## config.mk

```make
export PLATFORM = sky130hd
export DESIGN_NAME = lsm_top
export DESIGN_NICKNAME = d
export VERILOG_FILES = /design/src/pkg/lsm_pkg.sv /design/src/logic/lsm_pwm.sv /design/src/logic/lsm_top.sv
export VERILOG_INCLUDE_DIRS = /design/src /design/src/pkg
export SDC_FILE = /design/constraint.sdc
export NUM_CORES = 1
export LEC_CHECK = 0
export BUFFER_PORTS_ARGS = -buffer_cell sky130_fd_sc_hd__buf_2
export CAP_MARGIN = 15
export CORE_ASPECT_RATIO = 0.7
export CORE_MARGIN = 2
export CORE_UTILIZATION = 25
export DETAILED_ROUTE_END_ITERATION = 6
export SLEW_MARGIN = 20
export SYNTH_ARGS = -nofsm -noshare
export SYNTH_HDL_FRONTEND = slang
export SYNTH_SLANG_ARGS = --single-unit
export TNS_END_PERCENT = 50
```

## constraint.sdc

```tcl
create_clock -name MCLK -period 2 [get_ports MCLK]
set_input_delay 0.4 -clock MCLK [delete_from_list [all_inputs] [get_ports MCLK]]
set_output_delay 0.4 -clock MCLK [all_outputs]
set_load 0.01 [all_outputs]
```

## src/pkg/lsm_regs.svh

```systemverilog
// timing counts and field constants for the led string mode and fault logic
`ifndef LSM_REGS_SVH
`define LSM_REGS_SVH
`define LSM_CLK_HZ        40000000
`define LSM_PWM_HZ        800
`define LSM_PWM_PERIOD    (`LSM_CLK_HZ / `LSM_PWM_HZ)
`define LSM_DUTY_W        8
`define LSM_DUTY_FULL     8'hff
`define LSM_NCH           8
`define LSM_CH_ALL_OFF    8'h00
`define LSM_CH_ALL_ON     8'hff
`endif

```

## src/pkg/lsm_pkg.sv

```systemverilog
// types for the led string mode and fault logic
package lsm_pkg;
  typedef enum logic [2:0] {
    LSM_POWERUP = 3'b001,
    LSM_RUN     = 3'b010,
    LSM_LATCHED = 3'b100
  } lsm_state_t;

  // analog comparator flags for one channel
  typedef struct packed {
    logic below_half;   // monitored current at or under half target
    logic tied_low;     // channel output held at ground
  } lsm_sense_t;

  // supply comparator levels
  typedef struct packed {
    logic above_uvlo;
    logic above_olt;    // above the open-load disable threshold
  } lsm_supply_t;
endpackage : lsm_pkg

```

## src/logic/lsm_pwm.sv

```systemverilog
// fixed-frequency dimming pwm generator
`timescale 1ns/1ps
`include "lsm_regs.svh"
module lsm_pwm #(
  parameter int PERIOD = `LSM_PWM_PERIOD,
  parameter int DW     = `LSM_DUTY_W
) (
  input  wire logic          clk,
  input  wire logic          rst_n,
  input  wire logic [DW-1:0] duty,
  output logic               pwm_on
);
  localparam int CW = $clog2(PERIOD);
  logic [CW-1:0]      cnt;
  logic [CW+DW-1:0]   thresh;
  wire  last_tick = (cnt == CW'(PERIOD - 1));

  // duty scaled to the period: on while cnt*2^DW < duty*PERIOD
  assign thresh = (CW+DW)'(duty) * (CW+DW)'(PERIOD);

  always_ff @(posedge clk or negedge rst_n) begin
    if (!rst_n) begin
      cnt    <= '0;
      pwm_on <= 1'b0;
    end else begin
      cnt    <= last_tick ? '0 : cnt + 1'b1;
      pwm_on <= ({cnt, {DW{1'b0}}} < thresh);
    end
  end
endmodule : lsm_pwm

```

## src/logic/lsm_top.sv

```systemverilog
// mode, dimming and fault control of the eight-channel led string driver
`timescale 1ns/1ps
`include "lsm_regs.svh"
// Behaviour
// - brake mode high drives all enabled channels at full duty.
// - brake mode low dims all channels together at the set duty.
// - dimming comes from a fixed 800 Hz internal pwm.
// - latch-off variant: any single open channel latches all eight off.
// - latch clears on fault pin low, enable toggle, or supply undervoltage.
// - open-load detection off until supply is above the disable threshold.
// - channel is open when its current is at half of target.
// - fault output released high on any open string or set-resistor overcurrent, low otherwise.
// - open-string faults reported only while outputs are driven; overcurrent is reported at any time.
// - channels grounded at power-up never report open circuit.
// - set-resistor overcurrent reduces current and releases fault high.
module lsm_top
  import lsm_pkg::*;
#(
  parameter bit LATCH_OFF = 1'b1,
  parameter int NCH       = `LSM_NCH,
  parameter int DW        = `LSM_DUTY_W
) (
  input  wire logic                       MCLK,
  input  wire logic                       RST_N,
  input  wire logic                       BRAKE_MODE,
  input  wire logic                       ENABLE,
  input  wire logic [DW-1:0]              DIM_DUTY,
  input  wire lsm_pkg::lsm_sense_t [NCH-1:0] CHANNEL_SENSE,
  input  wire lsm_pkg::lsm_supply_t       SUPPLY,
  input  wire logic                       SET_OVERCURRENT,
  input  wire logic                       FAULT_PIN_LOW,
  output logic [NCH-1:0]                  CHANNEL_OUTPUT,
  output logic                            CURRENT_REDUCE,
  output logic                            FAULT_OUT,
  output logic                            FAULT_OE,
  output logic [NCH-1:0]                  CHANNEL_UNUSED,
  output logic                            LATCHED_OFF
);
  import lsm_pkg::*;

  // ------------------------------------------------------------
  // input synchronisers
  // ------------------------------------------------------------
  localparam int SW = 4 + 2*NCH + 2;
  logic [SW-1:0] sync1;
  logic [SW-1:0] sync2;
  wire  [SW-1:0] raw_in = {BRAKE_MODE, ENABLE, SET_OVERCURRENT,
                           FAULT_PIN_LOW, CHANNEL_SENSE, SUPPLY};

  always_ff @(posedge MCLK or negedge RST_N) begin
    if (!RST_N) begin
      sync1 <= '0;
      sync2 <= '0;
    end else begin
      sync1 <= raw_in;
      sync2 <= sync1;
    end
  end

  wire               brake_s  = sync2[SW-1];
  wire               enable_s = sync2[SW-2];
  wire               ocur_s   = sync2[SW-3];
  wire               fpin_s   = sync2[SW-4];
  lsm_sense_t [NCH-1:0] sense_s;
  lsm_supply_t       supply_s;
  assign sense_s  = sync2[SW-5:2];
  assign supply_s = sync2[1:0];

  // ------------------------------------------------------------
  // dimming pwm
  // ------------------------------------------------------------
  logic pwm_on;
  lsm_pwm #(
    .DW (DW)
  ) u_pwm (
    .clk    (MCLK),
    .rst_n  (RST_N),
    .duty   (DIM_DUTY),  // from a static resistor setting
    .pwm_on (pwm_on)
  );

  // ------------------------------------------------------------
  // control state
  // ------------------------------------------------------------
  lsm_state_t       state;
  lsm_state_t       next_state;
  logic             enable_d;
  logic [NCH-1:0]   unused;
  logic [NCH-1:0]   next_unused;

  wire enable_toggle = enable_s ^ enable_d;
  wire olt_ok        = supply_s.above_olt;
  wire uvlo_low      = !supply_s.above_uvlo;
  wire drive_phase   = enable_s && (brake_s || pwm_on);
  // no open report before the unused mask has been captured
  wire powerup       = (state == LSM_POWERUP);

  // per-channel open detection
  logic [NCH-1:0] open_ch;
  logic [NCH-1:0] grounded;
  genvar g;
  generate
    for (g = 0; g < NCH; g++) begin : g_ch
      assign open_ch[g]  = sense_s[g].below_half && !unused[g] && olt_ok &&
                           !powerup;
      assign grounded[g] = sense_s[g].tied_low;
    end
  endgenerate

  wire any_open   = |open_ch;
  wire clear_evt  = fpin_s || enable_toggle || uvlo_low;
  wire latch_trip = LATCH_OFF && any_open && drive_phase;

  // ------------------------------------------------------------
  // state machine
  // ------------------------------------------------------------
  always_comb begin
    next_state  = state;
    next_unused = unused;
    case (state)
      LSM_POWERUP: begin
        // classify grounded channels once supply passes threshold
        if (olt_ok) begin
          next_unused = grounded;
          next_state  = LSM_RUN;
        end
      end
      LSM_RUN: begin
        if (uvlo_low) begin
          next_state = LSM_POWERUP;
        end else if (latch_trip) begin
          next_state = LSM_LATCHED;
        end
      end
      LSM_LATCHED: begin
        if (uvlo_low) begin
          next_state = LSM_POWERUP;
        end else if (clear_evt) begin
          next_state = LSM_RUN;
        end
      end
      default: begin
        next_state = LSM_POWERUP;
      end
    endcase
  end

  always_ff @(posedge MCLK or negedge RST_N) begin
    if (!RST_N) begin
      state    <= LSM_POWERUP;
      unused   <= '0;
      enable_d <= 1'b0;
    end else begin
      state    <= next_state;
      unused   <= next_unused;
      enable_d <= enable_s;
    end
  end

  // ------------------------------------------------------------
  // outputs
  // ------------------------------------------------------------
  wire latched   = (state == LSM_LATCHED);
  wire drive_now = drive_phase && !latched;
  // open string only counted during drive-on phases
  wire fault_now = (any_open && drive_now) || ocur_s;

  logic [NCH-1:0] next_chan;
  assign next_chan = drive_now ? ~unused : `LSM_CH_ALL_OFF;

  always_ff @(posedge MCLK or negedge RST_N) begin
    if (!RST_N) begin
      CHANNEL_OUTPUT <= '0;
      CURRENT_REDUCE <= 1'b0;
      FAULT_OUT      <= 1'b0;
      FAULT_OE       <= 1'b1;
      CHANNEL_UNUSED <= '0;
      LATCHED_OFF    <= 1'b0;
    end else begin
      CHANNEL_OUTPUT <= next_chan;
      CURRENT_REDUCE <= ocur_s;
      // open drain: pull low unless a fault is present
      FAULT_OUT      <= 1'b0;
      FAULT_OE       <= !fault_now;
      CHANNEL_UNUSED <= unused;
      LATCHED_OFF    <= latched;
    end
  end
endmodule : lsm_top

```

Word level (Yosys, flattened, before mapping)

Cells that the tools add are included.

Register bits: 92
Input bits: 32
Output and inout port bits: 20
Logic and storage cells: 79

$add $sub $neg: 1
Multiply operators: 1
$lt $le $gt $ge: 1
Equal/unequal tests: 7
Multiplexer cells: 8
Bitwise operators: 2
Reduce and logical (&&, ||, !) cells: 47

Operator list:

| kind                                                                   | number |
|---|---|
| 1-bit logical AND                                                      | 28 |
| 24-bit < comparator                                                    | 1 |
| 8-bit by 12-bit multiplier with 20-bit output (second input constant)  | 1 |
| 16-bit by 1-bit adder with 16-bit output (second input constant)       | 1 |
| 16-bit equality test (second input constant)                           | 1 |
| 16-bit 2-to-1 mux                                                      | 1 |
| 3-bit 2-to-1 mux                                                       | 5 |
| 1-bit logical NOT                                                      | 12 |
| 3-bit one-hot mux with 3 select lines                                  | 1 |
| 8-bit 2-to-1 mux                                                       | 1 |
| 8-bit inverter                                                         | 1 |
| 8-bit OR reduction                                                     | 1 |
| 3-bit inequality test (second input constant)                          | 2 |
| 1-bit logical OR                                                       | 4 |
| 3-bit by 1-bit equality test with 1-bit output (second input constant) | 1 |
| 3-bit by 2-bit equality test with 1-bit output (second input constant) | 1 |
| 3-bit equality test (second input constant)                            | 1 |
| 3-bit AND reduction                                                    | 1 |
| 2-bit inequality test (second input constant)                          | 1 |
| 2-bit AND reduction                                                    | 1 |
| 1-bit bitwise XOR                                                      | 1 |

Logic depth before layout (Yosys ltp)

Depth in word-level cells: 9
Gate-level depth with buffers: 18
Mapped depth without buffers: 18

By module

Synthesis repeated with hierarchy kept, for this count alone.

Cell total of the unflattened synthesis: 389
Area, all modules: 4805.9 µm²

By module, submodules not included:

| module  | instances | cells each | area an instance (µm²) | sequential area each (µm²) |
|---|---|---|---|---|
| lsm_pwm | 1         | 257        | 2570.0                 | 425.4 |
| lsm_top | 1         | 132        | 2235.9                 | 1879.3 |

Least setup slack after synthesis

OpenSTA, ideal clock, no wires.

Path type: input-to-reg
Start point: input port DIM_DUTY[2]
End point: register u_pwm.pwm_on
Library setup time: 86 ps
Arrival: 4231 ps
Required time: 1914 ps
Path slack: -2317 ps
Stages: 18
Path buffers: 0
Path through: ha_1 -> ha_1 -> inv_1 -> fa_1 -> inv_1 -> fa_1 -> ha_1 -> a21oi_1 -> o211ai_1 -> o21ai_1 -> o2111a_1 -> nor3_1 -> ha_1 -> a21o_1 -> a21o_1 -> a221oi_1 -> o31ai_1 -> nor3_1

Cells in the longest elaborated chain, start to end: 2

RTL lines:

| item                                          | line          | text |
|---|---|---|
| from (decl)                                   | lsm_top.sv:27 | `input wire logic [DW-1:0] DIM_DUTY,` |
| 8-bit by 12-bit multiplier with 20-bit output | lsm_pwm.sv:19 | `assign thresh = (CW+DW)'(duty) * (CW+DW)'(PERIOD);` |
| 24-bit < comparator                           | lsm_pwm.sv:27 | `pwm_on <= ({cnt, {DW{1'b0}}} < thresh);` |
| to (signal assigned)                          | lsm_pwm.sv:27 |  |
| to (decl)                                     | lsm_pwm.sv:11 | `output logic pwm_on` |

Every way passes these cells.
A chain may end at the register's enable or synchronous reset.

Final worst setup path

Start point: input port DIM_DUTY[4]
End point: register u_pwm.pwm_on

The elaborated chain is that of the path after synthesis.

==> reports/results.txt <==
The run finished, with violations left. The final reports fail on setup timing. The run gives 2250 ps as the required time at the worst-slack endpoint. For the portion of total power attributed to combinational logic, the log shows 40.9%. The count of inserted antenna diode cells is 0, and the netlist area before placement is 4860 um2.

The final critical delay including setup and external delays was 4070 ps; the count of state elements after synthesis was 92. For the aggregate global-route resource usage, the log shows 10.3%. The worst setup path is captured at a flop.

After layout, the worst path uses 203% of the clock period. Number of pins with negative max-slew slack in the final report: 0. Among all flip-flop cells after synthesis, the most frequent one is dfrtp_1. The longest clock path from root to sink contains 2 buffers. For the final wirelength, the log shows 10.2 mm.

The final setup slack of the worst path was -2070 ps; the yosys synthesis warning count was 0. Each instance of the synthesized netlist takes up on average 11.7 um2. Setup repair after global routing could not meet its margin everywhere.

The run gives 6.61 ps as the maximum clock skew at final layout. TritonCTS built the clock tree. The HPWL after detailed placement is 8.16 mm. The congestion estimate from routability-driven global placement came to 0.787. Walking the worst path, the cells encountered are buf_6 > ha_4 > ha_4 > inv_2 > fa_1 > inv_2 > fa_2 > ha_4 > a21oi_2 > o211ai_1 > o21ai_4 > o2111a_1 > nor3_2 > ha_1 > a21o_1 > a21o_1 > a221oi_2 > o31ai_1 > nor3_1. After synthesis, the most frequently instantiated cells are 90 x dfrtp_1, 71 x ha_1, 34 x nor2_1, 25 x inv_1, 24 x a21oi_1. Along the worst path, the maximum fanout reaches 7.

The width of the chip is 171 um. For the final routed database, the setup TNS stands at -2070 ps. STA classifies the critical path startpoint as an input port. The final hold violation count was 0; the total number of vias was 3413. Maximum cell stage delay along the critical path: 550 ps. Across the VDD grid, the largest voltage drop is 0.000476 V.

The number of placed instances, taps included, is 788. Static timing analysis puts the maximum clock frequency at 246 MHz. The total setup violations reported at the end of the flow came out at 1. The H-tree was split into 3 levels. By startpoint and endpoint, the worst setup path is classified as in2reg. The gate count of the mapped netlist was 417.

The biggest area contributor in the post-synthesis netlist is dfrtp_1. The number of clock buffers added by TritonCTS is 9. The switching power was 2120 uW; the area of all placed cells without fillers was 6600 um2. For the I/O pin total, the log shows 52. Counting distinct cell types in the post-synthesis netlist gives 46. Entering global routing, the biggest net connects 39 pins. The root buffer cell chosen for the clock tree is clkbuf_16.

The number of detailed-route iterations in the first pass is 4. The first global-routing pass estimated 16.9 mm of wire. Sorting the synthesized cells by area gives the leading types as dfrtp_1 46%, ha_1 18%, fa_1 4.9%. The routed via count divided by cell count works out to 4.22. Data on the critical path arrives at its endpoint at 4310 ps. The logs give 0 for the number of antenna violations at the first check in global routing and 42 for the row count. Cells with a size suffix above 1 make up 34.4% of the layout. Once the floorplan was initialized, standard cells occupied 25.6% of the core. The proportion of total power due to net switching came out at 31.3%. The cell family contributing the most delay on the critical path is adder cells.

Yosys mapped a number of flops with a built-in enable equal to 0. The area of the die was 20600 um2; the iteration-0 DRC count of the detailed router was 77. The run gives 19000 um2 as the core area. In this run, the clock network consumes 25.6% of the power. In this run the remaining antenna-violating nets after routing total 0. The number of hold buffers added after cts is 0. The logs give 6030 um2 for the cell area after placement and 33.5% for the sequential share of power. Internal power comes to 4650 uW.

DRC violations left: 0. The power density relative to cell area works out to 1020 nW/um2. For this design, the slowest cell found on the critical path is fa_2.

The vertical die dimension is 121 um. The top cell type by area accounts for 46.3% of the synthesized area. The clock reaches the later pin of the worst-skew pair after 330 ps. Relative to the synthesized area, the layout overhead comes to 35.8%. The cell leakage power was 0.00308 uW; the number of nets in the finished design was 654. The tool flagged a number of max-cap violations equal to 0.

The share of the yosys chip area belonging to registers is 47.4%. Counting stages on the worst path, the most repeated cell is ha_4. The count of input and output buffers came out at 50. The number of global-route vias before repair is 3543, and the global-route congestion overflow total is 0. Leaving out filler cells and counting taps, the final layout contains 808.

The detailed-route wire length per cell works out to 12.7 um. Counting flops with an async set or reset pin after synthesis yields a share of 100%. The library cell with the highest instance count after synthesis is dfrtp_1.

The number of buffers and inverters on the critical path works out to 3. The total nets after synthesis was 532; the clock-pin slew of the registers on the worst-case setup and hold paths was 60 ps. The tightest min-delay check is of the in2async type. For the total clock sinks, the log shows 92.
==> cells in the final DEF (no fill, tap or decap), types with 7 or more instances in the layout <==
cell and instances:
a21o_1 8, a21oi_1 18, buf_2 44, buf_4 64, clkbuf_16 9, dfrtp_1 90
fa_1 10, ha_1 50, ha_4 19, inv_1 21, mux2_2 8, nand2_1 19
nand2b_1 10, nand3_1 12, nand4_1 7, nor2_1 34, nor3_1 9, o21ai_0 8
xnor2_1 13, xor2_1 13
==> per-stage QoR <==
| stage | utilization, % | worst slack [ps] | hold slack (ps) | power (uW) |
|---|---|---|---|---|
| floorplan | - | -1930 | 104 | 3860 |
| global placement | 31.8 | -2420 | 332 | 4790 |
| detailed placement | 31.8 | -2530 | 335 | 4870 |
| CTS | 34.0 | -1990 | 37.5 | 6750 |
| global route | 34.8 | -2170 | 61.0 | 7240 |
| finish | 34.8 | -2070 | 36.6 | 6770 |
==> cell type report <==
class                   count  area, um2
clock inverters             4       73.8
clock buffers              12        236
well taps                 264        330
inverters                  25       93.8
fillers                  1861      12400
repair buffers            114        777
flip-flops and latches     92       2300
multi-input cells         297       2790
==> routing by layer <==
layer | up-vias | global-route usage [%] | share of wire [%]
met5 | - | 0 | 0
met4 | 0 | 2.83 | 0.85
met3 | 7 | 1.77 | 1.4
met2 | 21 | 16.2 | 48
met1 | 1683 | 14.6 | 50
li1 | 1702 | - | -
==> flip-flops by register name (all words and copies together), names as in the netlist, 3 cells and up <==
name            cells
CHANNEL_OUTPUT      8
sync1              22
sync2              22
u_pwm.cnt          16
unused              8
CHANNEL_UNUSED      8
state               3
==> final timing paths <==
check	cells after the start	slack [ps]	start	end
max	19	-2070	DIM_DUTY[4]	u_pwm.pwm_on$_DFF_PN0_
min	1	40	RST_N	CHANNEL_OUTPUT[2]$_DFF_PN0_
max reg2reg	3	180	state[0]$_DFFE_PN1P_	unused[4]$_DFFE_PN0P_
min reg2reg	0	340	sync1[7]$_DFF_PN0_	sync2[7]$_DFF_PN0_
max in group asynchronous	2	1420	RST_N	sync2[17]$_DFF_PN0_
min in group MCLK	1	180	BRAKE_MODE	sync1[21]$_DFF_PN0_
==> power by group through the flow <==
stage               clock (uW)  sequential, uW  combinational (uW)
floorplan                    0            2330                1530
global placement             0            2290                2500
detailed placement           0            2300                2560
CTS                       1780            2270                2700
global route              1850            2300                3090
finish                    1730            2260                2770
==> cells by family (layout without fill, tap and decap cells) <==
group	count (synthesis)	count (layout)	share of synthesized area (%)
adders and majority gates	83	83	23.2
AOI/OAI and AO/OA	66	66	8.62
muxes	8	8	1.85
DFF	92	92	47.4
and+or+nand+nor	113	113	11.7
other	1	1	0.0771
buffers and inverters	28	155	2.42
xor gates and xnor gates	26	26	4.68
==> repair_timing <==
| item | in CTS | in global routing |
|---|---|---|
| pin swaps | 11 | 33 |
| gates resized for setup | 19 | 25 |
| buffers inserted | 1 | 3 |
| setup endpoints to repair | 1 | 1 |
Note: power is estimated with default switching activity, not from simulation.
